===== src/hdl/flash_host_cfg.svh =====
// Purpose: constants of the flash command/status host controller
// Assumes: 10 MHz pclk, byte-wide asynchronous flash with 19 address lines
// Notes: offsets are byte addresses on the APB register window
`ifndef FLASH_HOST_CFG_SVH
`define FLASH_HOST_CFG_SVH

// ----------------------------------------
// register map
// ----------------------------------------
`define CTRL_OFS 12'h000
`define ADDR_OFS 12'h004
`define WDATA_OFS 12'h008
`define STATUS_OFS 12'h00C
`define RDATA_OFS 12'h010

// ----------------------------------------
// flash command words
// ----------------------------------------
`define UNLOCK1_ADDR 19'h0_5555
`define UNLOCK1_DATA 8'hAA
`define UNLOCK2_ADDR 19'h0_2AAA
`define UNLOCK2_DATA 8'h55
`define CMD_ADDR 19'h0_5555
`define RESET_ADDR 19'h0_2555
`define RESET_CMD 8'hF0
`define PROG_CMD 8'hA0
`define IDENT_CMD 8'h90
`define ERASE_SETUP_CMD 8'h80
`define ERASE_CONFIRM_CMD 8'h10

// ----------------------------------------
// status byte fields
// ----------------------------------------
`define POLL_BIT 7
`define TOGGLE_BIT 6
`define FAIL_BIT 5
`define TIMER_BIT 3
`define STATUS_MASK 8'hE8

// ----------------------------------------
// pin timing
// ----------------------------------------
`define CLK_PERIOD_NS 100
`define T_WP_NS 50
`define T_ACC_NS 150
`define T_WPH_NS 20
`define T_DF_NS 35
`define WP_CYC ((`T_WP_NS + `CLK_PERIOD_NS - 1) / `CLK_PERIOD_NS)
`define ACC_CYC ((`T_ACC_NS + `CLK_PERIOD_NS - 1) / `CLK_PERIOD_NS)
`define REC_NS ((`T_WPH_NS > `T_DF_NS) ? `T_WPH_NS : `T_DF_NS)
`define REC_CYC ((`REC_NS + `CLK_PERIOD_NS - 1) / `CLK_PERIOD_NS)

`endif


===== src/hdl/flash_host_pkg.sv =====
// Purpose: types shared by the flash host controller files
// Assumes: nothing beyond the cfg header
// Notes: none
package flash_host_pkg;

	typedef enum logic [2:0] {
		OP_RESET = 3'h0,
		OP_PROGRAM = 3'h1,
		OP_ERASE = 3'h2,
		OP_IDENT = 3'h3,
		OP_READ = 3'h4
	} op_type;

	typedef enum logic [1:0] {
		CYC_IDLE = 2'h0,
		CYC_SETUP = 2'h1,
		CYC_STROBE = 2'h3,
		CYC_HOLD = 2'h2
	} cyc_state_type;

	typedef enum logic [2:0] {
		M_IDLE = 3'h0,
		M_SEQ = 3'h1,
		M_POLL_A = 3'h3,
		M_POLL_B = 3'h2,
		M_POLL_C = 3'h6,
		M_FINAL = 3'h7
	} main_state_type;

	typedef struct packed {
		logic write;
		logic [18:0] addr;
		logic [7:0] data;
	} cyc_req_type;

endpackage


===== src/hdl/flash_bus_cycle.sv =====
// Purpose: one asynchronous flash bus cycle, write or read, from pclk
// Assumes: a request comes only while the previous cycle has finished
// Notes: address is set before the write strobe falls, data before it rises; a read drops oe with the address
`timescale 1ns/1ps
`include "flash_host_cfg.svh"

module flash_bus_cycle (
	input wire logic pclk,
	input wire logic presetn,
	input wire logic req_valid,
	input wire flash_host_pkg::cyc_req_type req,
	input wire logic [7:0] dq_in,
	output logic ce_n,
	output logic we_n,
	output logic oe_n,
	output logic [18:0] addr,
	output logic [7:0] dq_out,
	output logic dq_oe,
	output logic done,
	output logic [7:0] rdata
);

	localparam logic [3:0] WP_CYC = 4'(`WP_CYC);
	localparam logic [3:0] ACC_CYC = 4'(`ACC_CYC);
	localparam logic [3:0] REC_CYC = 4'(`REC_CYC);

	typedef struct packed {
		flash_host_pkg::cyc_state_type st;
		logic [3:0] cnt;
		logic is_write;
		logic ce_n;
		logic we_n;
		logic oe_n;
		logic dq_oe;
		logic [18:0] addr;
		logic [7:0] dq_out;
		logic [7:0] rdata;
		logic done;
	} cyc_regs_type;

	localparam cyc_regs_type RESET_REGS = '{st: flash_host_pkg::CYC_IDLE, cnt: 4'h0,
		is_write: 1'b0, ce_n: 1'b1, we_n: 1'b1, oe_n: 1'b1, dq_oe: 1'b0,
		addr: 19'h0_0000, dq_out: 8'h00, rdata: 8'h00, done: 1'b0};

	cyc_regs_type r;
	cyc_regs_type next_r;

	always_comb begin
		next_r = r;
		next_r.done = 1'b0;
		unique case (r.st)
			flash_host_pkg::CYC_IDLE: begin
				if (req_valid) begin
					next_r.addr = req.addr;
					next_r.dq_out = req.data;
					next_r.is_write = req.write;
					next_r.dq_oe = req.write;
					next_r.ce_n = 1'b0;
					// a read drops output enable at once; each read is its own oe pulse
					next_r.oe_n = req.write;
					next_r.cnt = ACC_CYC - 4'h1;
					next_r.st = req.write ? flash_host_pkg::CYC_SETUP : flash_host_pkg::CYC_STROBE;
				end
			end
			flash_host_pkg::CYC_SETUP: begin
				// address already stable when write enable falls
				next_r.we_n = 1'b0;
				next_r.cnt = WP_CYC - 4'h1;
				next_r.st = flash_host_pkg::CYC_STROBE;
			end
			flash_host_pkg::CYC_STROBE: begin
				if (r.cnt == 4'h0) begin
					// data held over the rising edge, released only after recovery
					next_r.we_n = 1'b1;
					next_r.oe_n = 1'b1;
					next_r.ce_n = 1'b1;
					if (!r.is_write) begin
						next_r.rdata = dq_in;
					end
					next_r.cnt = REC_CYC - 4'h1;
					next_r.st = flash_host_pkg::CYC_HOLD;
				end else begin
					next_r.cnt = r.cnt - 4'h1;
				end
			end
			flash_host_pkg::CYC_HOLD: begin
				if (r.cnt == 4'h0) begin
					next_r.dq_oe = 1'b0;
					next_r.done = 1'b1;
					next_r.st = flash_host_pkg::CYC_IDLE;
				end else begin
					next_r.cnt = r.cnt - 4'h1;
				end
			end
		endcase
	end

	always_ff @(posedge pclk or negedge presetn) begin
		if (!presetn) begin
			r <= RESET_REGS;
		end else begin
			r <= next_r;
		end
	end

	assign ce_n = r.ce_n;
	assign we_n = r.we_n;
	assign oe_n = r.oe_n;
	assign addr = r.addr;
	assign dq_out = r.dq_out;
	assign dq_oe = r.dq_oe;
	assign done = r.done;
	assign rdata = r.rdata;

endmodule


===== src/hdl/flash_host_ctrl.sv =====
// Purpose: APB-controlled host that drives flash instructions and polls status
// Assumes: one operation at a time; software waits for done before the next
// Notes: APB slave answers with zero wait states
//
// The register offsets and the APB slave port were chosen for this implementation.
`timescale 1ns/1ps
`include "flash_host_cfg.svh"

// Notes on behaviour
// during a program the poll bit reads inverted written data.
// during an erase the poll bit reads zero.
// after completion the poll bit shows true data, or one after erase.
// poll and toggle status valid only after last write of the sequence.
// host polls at the programmed address or inside the erased sector.
// protected target shows inverted poll bit briefly, then array data.
// programming a protected byte leaves it unchanged.
// toggle bit inverts on every separate read while busy.
// two equal toggle reads mean done; next read yields the data.
// protected target toggles briefly, then returns to read mode.
// failed program or erase sets the failure flag bit.
// the read/reset instruction clears the failure flag bit.
// erase wait timer bit is zero while erase start is pending.
// unlock is AAh at 5555h then 55h at 2AAAh.
// address taken at strobe fall, data at strobe rise.
// unlock writes are cycles one, two, and four, five for confirms.
// read/reset is F0h at 2555h; afterwards reads return array bytes.
// identity read is unlock plus 90h at 5555h, then coded reads.
// identity mode with address bit one high reads sector protection.
// whole erase is unlock, 80h, unlock, 10h at 5555h.
// bad confirm or bad unlock aborts to array read.
// controller preprograms to zero, erase leaves every byte at FFh.
// after the sixth erase write, reads return status bits.
// any invalid command order returns the device to array read.
// host masks status bits zero, one, two and four.
// program is unlock, A0h, then address and data write.
// the device powers up in array read mode.
// host starts no new program or erase until current one completes.
module flash_host_ctrl (
	input wire logic pclk,
	input wire logic presetn,
	input wire logic psel,
	input wire logic penable,
	input wire logic pwrite,
	input wire logic [11:0] paddr,
	input wire logic [31:0] pwdata,
	output logic [31:0] prdata,
	output logic pready,
	output logic pslverr,
	output logic flash_ce_n,
	output logic flash_we_n,
	output logic flash_oe_n,
	output logic [18:0] flash_addr,
	input wire logic [7:0] flash_dq_in,
	output logic [7:0] flash_dq_out,
	output logic flash_dq_oe
);

	typedef struct packed {
		flash_host_pkg::main_state_type st;
		flash_host_pkg::op_type op;
		logic [2:0] step;
		logic wait_eng;
		logic req_valid;
		flash_host_pkg::cyc_req_type req;
		logic [18:0] addr;
		logic [7:0] wdata;
		logic busy;
		logic done;
		logic err;
		logic [7:0] prev;
		logic [7:0] status;
		logic [7:0] rdata;
		logic [31:0] prdata;
		logic pslverr;
	} main_regs_type;

	main_regs_type r;
	main_regs_type next_r;
	logic eng_done;
	logic [7:0] eng_rdata;

	// ----------------------------------------
	// instruction sequences
	// ----------------------------------------
	function automatic flash_host_pkg::cyc_req_type seq_step(input flash_host_pkg::op_type op,
		input logic [2:0] idx, input logic [18:0] a, input logic [7:0] d);
		flash_host_pkg::cyc_req_type s;
		s = '{write: 1'b1, addr: `UNLOCK1_ADDR, data: `UNLOCK1_DATA};
		if (op == flash_host_pkg::OP_RESET) begin
			s = '{write: 1'b1, addr: `RESET_ADDR, data: `RESET_CMD};
		end else if (op == flash_host_pkg::OP_READ) begin
			s = '{write: 1'b0, addr: a, data: 8'h00};
		end else begin
			unique case (idx)
				3'h0, 3'h3: s = '{write: 1'b1, addr: `UNLOCK1_ADDR, data: `UNLOCK1_DATA};
				3'h1, 3'h4: s = '{write: 1'b1, addr: `UNLOCK2_ADDR, data: `UNLOCK2_DATA};
				3'h2: begin
					if (op == flash_host_pkg::OP_PROGRAM) begin
						s = '{write: 1'b1, addr: `CMD_ADDR, data: `PROG_CMD};
					end else if (op == flash_host_pkg::OP_IDENT) begin
						s = '{write: 1'b1, addr: `CMD_ADDR, data: `IDENT_CMD};
					end else begin
						s = '{write: 1'b1, addr: `CMD_ADDR, data: `ERASE_SETUP_CMD};
					end
				end
				3'h5: s = '{write: 1'b1, addr: `CMD_ADDR, data: `ERASE_CONFIRM_CMD};
				default: begin
					// program writes target byte; identity reads the coded address
					s = '{write: (op == flash_host_pkg::OP_PROGRAM), addr: a, data: d};
				end
			endcase
			if (op == flash_host_pkg::OP_PROGRAM && idx == 3'h3) begin
				s = '{write: 1'b1, addr: a, data: d};
			end else if (op == flash_host_pkg::OP_IDENT && idx == 3'h3) begin
				s = '{write: 1'b0, addr: a, data: 8'h00};
			end
		end
		return s;
	endfunction

	function automatic logic [2:0] seq_last(input flash_host_pkg::op_type op);
		logic [2:0] n;
		n = 3'h0;
		if (op == flash_host_pkg::OP_PROGRAM || op == flash_host_pkg::OP_IDENT) begin
			n = 3'h3;
		end else if (op == flash_host_pkg::OP_ERASE) begin
			n = 3'h5;
		end
		return n;
	endfunction

	// ----------------------------------------
	// register file and sequencer
	// ----------------------------------------
	always_comb begin
		next_r = r;
		next_r.req_valid = 1'b0;
		if (psel && !penable) begin
			next_r.pslverr = 1'b0;
			next_r.prdata = 32'h0000_0000;
			unique case (paddr)
				`CTRL_OFS: next_r.prdata = {29'h0000_0000, r.op};
				`ADDR_OFS: next_r.prdata = {13'h0000, r.addr};
				`WDATA_OFS: next_r.prdata = {24'h00_0000, r.wdata};
				`STATUS_OFS: next_r.prdata = {16'h0000, r.status, 5'h00, r.err, r.done, r.busy};
				`RDATA_OFS: next_r.prdata = {24'h00_0000, r.rdata};
				default: next_r.pslverr = 1'b1;
			endcase
		end
		if (psel && penable && pwrite) begin
			if (paddr == `ADDR_OFS) begin
				next_r.addr = pwdata[18:0];
			end else if (paddr == `WDATA_OFS) begin
				next_r.wdata = pwdata[7:0];
			end else if (paddr == `CTRL_OFS && !r.busy) begin
				// starts are ignored while an operation runs
				next_r.done = 1'b0;
				next_r.err = 1'b0;
				next_r.status = 8'h00;
				if (pwdata[2:0] > 3'h4) begin
					next_r.err = 1'b1;
					next_r.done = 1'b1;
				end else begin
					next_r.op = flash_host_pkg::op_type'(pwdata[2:0]);
					next_r.step = 3'h0;
					next_r.busy = 1'b1;
					next_r.wait_eng = 1'b0;
					next_r.st = flash_host_pkg::M_SEQ;
				end
			end
		end
		if (r.st != flash_host_pkg::M_IDLE && !r.wait_eng) begin
			next_r.wait_eng = 1'b1;
			next_r.req_valid = 1'b1;
			if (r.st == flash_host_pkg::M_SEQ) begin
				next_r.req = seq_step(r.op, r.step, r.addr, r.wdata);
			end else begin
				// polling stays on the target address
				next_r.req = '{write: 1'b0, addr: r.addr, data: 8'h00};
			end
		end else if (eng_done) begin
			next_r.wait_eng = 1'b0;
			unique case (r.st)
				flash_host_pkg::M_SEQ: begin
					if (r.step == seq_last(r.op)) begin
						next_r.step = 3'h0;
						if (r.op == flash_host_pkg::OP_PROGRAM || r.op == flash_host_pkg::OP_ERASE) begin
							// status only read once the whole sequence is written
							next_r.st = flash_host_pkg::M_POLL_A;
						end else begin
							if (r.op != flash_host_pkg::OP_RESET) begin
								next_r.rdata = eng_rdata;
							end
							next_r.busy = 1'b0;
							next_r.done = 1'b1;
							next_r.st = flash_host_pkg::M_IDLE;
						end
					end else begin
						next_r.step = r.step + 3'h1;
					end
				end
				flash_host_pkg::M_POLL_A: begin
					next_r.prev = eng_rdata;
					next_r.st = flash_host_pkg::M_POLL_B;
				end
				flash_host_pkg::M_POLL_B, flash_host_pkg::M_POLL_C: begin
					next_r.status = eng_rdata & `STATUS_MASK;
					next_r.prev = eng_rdata;
					if (eng_rdata[`TOGGLE_BIT] == r.prev[`TOGGLE_BIT]) begin
						next_r.st = flash_host_pkg::M_FINAL;
					end else if (r.st == flash_host_pkg::M_POLL_C) begin
						// still toggling after failure flag: clear it with read/reset
						next_r.err = 1'b1;
						next_r.op = flash_host_pkg::OP_RESET;
						next_r.step = 3'h0;
						next_r.st = flash_host_pkg::M_SEQ;
					end else if (eng_rdata[`FAIL_BIT]) begin
						next_r.st = flash_host_pkg::M_POLL_C;
					end
				end
				flash_host_pkg::M_FINAL: begin
					// read after toggling stops gives the settled byte
					next_r.rdata = eng_rdata;
					next_r.busy = 1'b0;
					next_r.done = 1'b1;
					next_r.st = flash_host_pkg::M_IDLE;
				end
				default: next_r.st = flash_host_pkg::M_IDLE;
			endcase
		end
	end

	always_ff @(posedge pclk or negedge presetn) begin
		if (!presetn) begin
			r <= '{st: flash_host_pkg::M_IDLE, op: flash_host_pkg::OP_RESET,
				req: '{write: 1'b0, addr: 19'h0_0000, data: 8'h00}, default: '0};
		end else begin
			r <= next_r;
		end
	end

	// ----------------------------------------
	// pin engine
	// ----------------------------------------
	flash_bus_cycle cycle_engine (
		.pclk(pclk),
		.presetn(presetn),
		.req_valid(r.req_valid),
		.req(r.req),
		.dq_in(flash_dq_in),
		.ce_n(flash_ce_n),
		.we_n(flash_we_n),
		.oe_n(flash_oe_n),
		.addr(flash_addr),
		.dq_out(flash_dq_out),
		.dq_oe(flash_dq_oe),
		.done(eng_done),
		.rdata(eng_rdata)
	);

	assign prdata = r.prdata;
	assign pready = 1'b1;
	assign pslverr = r.pslverr;

endmodule


===== config.mk =====
export PLATFORM = sky130hd
export DESIGN_NAME = flash_host_ctrl
export DESIGN_NICKNAME = d
export VERILOG_FILES = /design/src/hdl/flash_host_pkg.sv /design/src/hdl/flash_bus_cycle.sv /design/src/hdl/flash_host_ctrl.sv
export VERILOG_INCLUDE_DIRS = /design/src /design/src/hdl
export SDC_FILE = /design/constraint.sdc
export NUM_CORES = 1
export LEC_CHECK = 0
export BUFFER_PORTS_ARGS = -buffer_cell sky130_fd_sc_hd__buf_2
export CAP_MARGIN = 10
export CELL_PAD_IN_SITES_DETAIL_PLACEMENT = 0
export CELL_PAD_IN_SITES_GLOBAL_PLACEMENT = 1
export CORE_ASPECT_RATIO = 0.6
export CORE_MARGIN = 2
export CORE_UTILIZATION = 35
export CTS_CLUSTER_SIZE = 14
export DETAILED_ROUTE_END_ITERATION = 10
export GPL_ROUTABILITY_DRIVEN = 0
export PLACE_DENSITY = 0.69
export SYNTH_ARGS = -nofsm -noshare
export SYNTH_HDL_FRONTEND = slang
export SYNTH_SLANG_ARGS = --single-unit

===== constraint.sdc =====
create_clock -name pclk -period 4.1 [get_ports pclk]
set_clock_uncertainty 0.15 [all_clocks]
set_input_delay 0.82 -clock pclk [delete_from_list [all_inputs] [get_ports pclk]]
set_output_delay 0.82 -clock pclk [all_outputs]
set_load 0.1 [all_outputs]

# Word-level counts from Yosys, hierarchy flattened
# Cells that the tools add are included.
# op_classes
n_eq_ne,33
add_sub_neg,2
muxes,75
order_cmp,1
reduce_logical,42
n_bitwise,3
# op_table
op,count
28-bit two-way mux,5
28-bit one-hot mux with 4 select lines,1
19-bit one-hot mux with 5 select lines,1
8-bit two-way mux,10
10-bit two-way mux,6
29-bit two-way mux,2
27-bit two-way mux,2
3-bit two-way mux,16
12-bit by 4-bit equality test with 1-bit output (second input constant),2
6-bit one-hot mux with 4 select lines,1
3-bit by 2-bit equality test with 1-bit output (second input constant),6
6-bit two-way mux,3
3-bit AND reduction,6
8-bit one-hot mux with 2 select lines,1
3-bit equality test (second input constant),5
2-bit two-way mux,7
12-bit by 3-bit equality test with 1-bit output (second input constant),1
12-bit by 5-bit equality test with 1-bit output (second input constant),1
12-bit logical NOT,1
3-bit nonzero test,4
3-bit by 1-bit equality test with 1-bit output (second input constant),3
1-bit two-way mux,9
9-bit two-way mux,1
3-bit by 1-bit != test with 1-bit output (second input constant),3
other kinds (29),59
# word_totals
register_bits,173

# Logic depth before layout (Yosys ltp)
# depth
word_depth,12
mapped_depth,9

# Cells and area by module
# Synthesis repeated with hierarchy kept, for this count alone.
# hier_totals
cells_unflattened,691
hier_area_um2,7557.2
# by_module_without_submodules
mod,cells_each,seq_area_each_um2,n_inst,area_each_um2
flash_host_ctrl,528,2652.5,1,5412.7
flash_bus_cycle,163,1179.9,1,2144.6

# Worst setup path before layout
# No wires, ideal clock.
# synth_path
path_type,input to register
start,in paddr[1]
end,reg r[60] (netlist name)
path_buffers,1
required_ns,3.825
slack_ns,1.179
setup_ns,0.125
t_arrival_ns,2.646
path_stages,5
path_cell_list,or4_4 or3_4 or4_4 buf_6 mux2_2
# synth_between
elab_chain_cells,3
# synth_lines
item,line_no,text
"start, declared",flash_host_ctrl.sv:44,"input wire logic [11:0] paddr,"
12-bit by 3-bit equality test with 1-bit output,-,
1-bit NOT (no line),-,
3-bit AND reduction (no line) (*),-,
"end signal, assigned",flash_host_ctrl.sv:235,"r <= '{st: flash_host_pkg::M_IDLE, op: flash_host_pkg::OP_RESET,"
"end signal, assigned",flash_host_ctrl.sv:238,r <= next_r;
"end, declared",flash_host_ctrl.sv:77,main_regs_type r;
# Mark *: on every way between the ends. The rest lies on a longest branch, timed or not.
# A chain may end at the register's enable or synchronous reset.

# Final worst setup path
# layout_path
start,reg r[119] (netlist name)
end,reg r[102] (netlist name)
# layout_between
elab_chain_cells,8
# layout_lines
item,line_no,text
"3-bit by 1-bit equality test with 1-bit output, or another cell as far along",flash_host_ctrl.sv:94,unique case (idx)
2-bit OR reduction,flash_host_ctrl.sv:94,
28-bit one-hot mux with 4 select lines,flash_host_ctrl.sv:94,
28-bit two-way mux,flash_host_ctrl.sv:114,end else if (op == flash_host_pkg::OP_IDENT && idx == 3'h3) begin
28-bit two-way mux (*),flash_host_ctrl.sv:112,if (op == flash_host_pkg::OP_PROGRAM && idx == 3'h3) begin
28-bit two-way mux (*),flash_host_ctrl.sv:91,end else if (op == flash_host_pkg::OP_READ) begin
28-bit two-way mux (*),flash_host_ctrl.sv:89,if (op == flash_host_pkg::OP_RESET) begin
28-bit two-way mux (*),flash_host_ctrl.sv:175,if (r.st == flash_host_pkg::M_SEQ) begin
# Marks and branches as above.

==> run_results.csv <==
group,metric,value,unit
final_layout,area_growth,12.9,%
worst_setup_path,critical_path_class,"flip-flop to flip-flop",
synth,syn_area_per_cell,10.4,sq um
timing,fmax,0.319,GHz
clock_tree,clock_path_buffers,2,
final_layout,final_cell_mix,"dfrtp_1, buf_2, mux2_2, nand2_1, nor2_1",
global_routing,antenna_found_initial,2,
final_layout,utilization,39.9,%
timing,setup_viol,0,
synth,synth-seq-cells,153,
worst_setup_path,cp.arrival,3.24,ns
global_routing,grt_pass1_wl,29700,um
clock_tree,cts-resized-gates,0,
floorplan,ios,122,
route,drc,0,
floorplan,die_height,116,um
worst_setup_path,crit_fanout,9,
timing,fin_crit_sh,76.4,%
clock_tree,cts_tree,"yes",
timing,hold_viol,0,
placed_design,io_buffers,94,
worst_setup_path,cp-start-kind,"flip-flop",
final_layout,drive_above_1_share,28.1,%
clock_tree,cts_inserted_buffers,17,
clock_tree,path_clk_slew,0.07,ns
power_and_ir_drop,leakagePower,3.92,nW
timing,fin_ws,0.966,ns
clock_tree,cts.sinks,153,
synth,synth_cells,711,
synth,synthesis.area,7360,sq um
final_layout,final_common_cell,"dfrtp_1",
synth,yosys_warnings,0,
synth,async_flop_share,100,%
worst_setup_path,reg2reg_depth,6,
min_path,hold_path_class,"primary input to asynchronous set/reset pin",
timing,final_max_slew_viol_count,0,
route,via_per_inst,5.13,
timing,timing.slew.headroom,36.5,%
final_layout,fin_nets,817,
worst_setup_path,timing.rr.end,"r[102]",
final_layout,nFillCells,2111,
worst_setup_path,endpoint_kind,"flip-flop",
worst_setup_path,crit_end,"r[102]",
floorplan,die_area,22300,sq um
synth,yosysUniqueCellTypes,54,
power_and_ir_drop,irDropWorstVdd,0.435,mV
worst_setup_path,crit_start,"r[119]",
global_routing,grt_max_degree,84,
floorplan,core-area,20800,sq um
floorplan,initial_core_util,35.4,%
placed_design,dpl.hpwl,13900,um
route,dr_total_vias,5356,
placed_design,pre_cts_slack,0.984,ns
synth,synth_top_cell_by_area,"dfrtp_1",
global_routing,first_global_vias,4874,
worst_setup_path,r2r-start,"r[119]",
worst_setup_path,r2r_slack,0.97,ns
route,drtIter0Drc,338,
clock_tree,htree_num_levels,4,
floorplan,die_w,191,um
timing,rsz0062_at_grt,"false",
outcome,status,"complete, no violations",
timing,tns,0,ns
final_layout,diodes,0,
clock_tree,clockRootBuffer,"clkbuf_16",
power_and_ir_drop,power_density,696,nW/um^2
clock_tree,ctsHoldBuffers,0,
route,ant_nets,0,
clock_tree,post_cts_buffers,0,
route,wl_per_cell,18.1,um
flow_run,cap_violations,0,
synth,synth_top_area_share,51.0,%
route,firstDrtPassIters,4,
timing,tightest_slew,0.946,ns
worst_setup_path,critPathRequiredTime,4.21,ns
timing,fin_crit,3.13,ns
synth,synth_edf_count,0,
floorplan,rows,41,
synth,synth_top_flop_cell,"dfrtp_1",
global_routing,track_usage,17.8,%
synth,ys_top_cells_by_area,"dfrtp_1, mux2_2, buf_4",
clock_tree,clk_latency,0.43,ns
synth,seq_area_frac_synth,52.0,%
global_routing,gr-total-overflow,0,
route,wl,18900,um
-- worst min-delay path by stage --
| stage | endpoint | cells past startpoint | slack, ns |
|---|---|---|---|
| floorplan | prdata[10] | 2 | 0.29 |
| global placement | prdata[14] | 2 | 0.30 |
| detailed placement | prdata[14] | 2 | 0.30 |
| CTS | cycle_engine.r[41] | 1 | 0.31 |
| global route | cycle_engine.r[41] | 1 | 0.34 |
| finish | cycle_engine.r[41] | 1 | 0.28 |
-- logic make-up (layout without fill, tap and decap cells) --
group / Yosys count / after routing / share of synthesized area [%]
DFF: 153 / 153 / 52.0
AOI/OAI and AO/OA: 158 / 158 / 13.0
adders and majority gates: 7 / 7 / 1.19
buffers and inverters: 105 / 148 / 8.55
muxes: 72 / 72 / 10.8
other: 2 / 14 / 0.102
and+or+nand+nor: 213 / 213 / 14.1
xor gates and xnor gates: 1 / 1 / 0.119
-- worst max-delay path, cell delays in order (launching register included) --
cell and delay [ns]:
dfrtp_1 0.51, clkinv_1 0.28, ha_1 0.37, a221oi_1 0.63, a21oi_1 0.13, nor3_1 0.75
nor3_1 0.15
-- cell usage after synthesis, types with 4 or more instances --
cell type,number
o22ai_1,15
inv_1,8
dfrtp_1,150
a22oi_1,18
mux2i_1,10
buf_1,4
nor2b_1,6
mux2_2,62
clkbuf_1,27
a21oi_1,38
and3_1,6
buf_4,60
o31ai_1,7
nand3_1,19
o21ai_0,52
or2_2,5
ha_1,7
a22o_1,10
nand2_1,58
nand2b_1,6
nor3_1,31
or3_1,4
nor2_1,56
-- per-stage QoR --
| step | area, sq um | power (mW) | std cells | hold WS, ns |
|---|---|---|---|---|
| floorplan | 7410 | 3.84 | 723 | 0.290 |
| global placement | 7740 | 4.23 | 1013 | 0.297 |
| detailed placement | 7740 | 4.26 | 1013 | 0.304 |
| CTS | 8310 | 5.83 | 1045 | 0.311 |
| global route | 8310 | 6.13 | 1045 | 0.341 |
| finish | 8310 | 5.79 | 1045 | 0.283 |
-- power by group --
part	switching, mW	internal [mW]	leakage [nW]
logic	1.49	0.543	1.65
registers	0.352	1.85	2.00
clock network	0.686	0.868	0.275
-- area by class of cell --
cell class	count	area [sq um]	share of cell area, %
inverters	11	41.3	0.497
clock buffers	19	443	5.33
repair buffers	105	559	6.73
clock inverters	13	133	1.60
well taps	279	349	4.20
flip-flops and latches	153	3830	46.1
multi-input cells	465	2960	35.6
-- metal layers --
layer | part of all wire, % | global-route usage (%)
met1 | 57 | 30.4
met2 | 37 | 21.5
met3 | 5.9 | 4.30
met4 | 0.38 | 3.74
met5 | 0 | 0
-- flip-flops by register name, summed over array words and instances (netlist names) --
signal and count:
cycle_engine.addr 19, cycle_engine.ce_n 1, cycle_engine.done 1, cycle_engine.dq_oe 1, cycle_engine.dq_out 8, cycle_engine.oe_n 1
cycle_engine.r 7, cycle_engine.rdata 8, cycle_engine.we_n 1, prdata 19, pslverr 1, r 86
(Power assumes the default switching activity.)
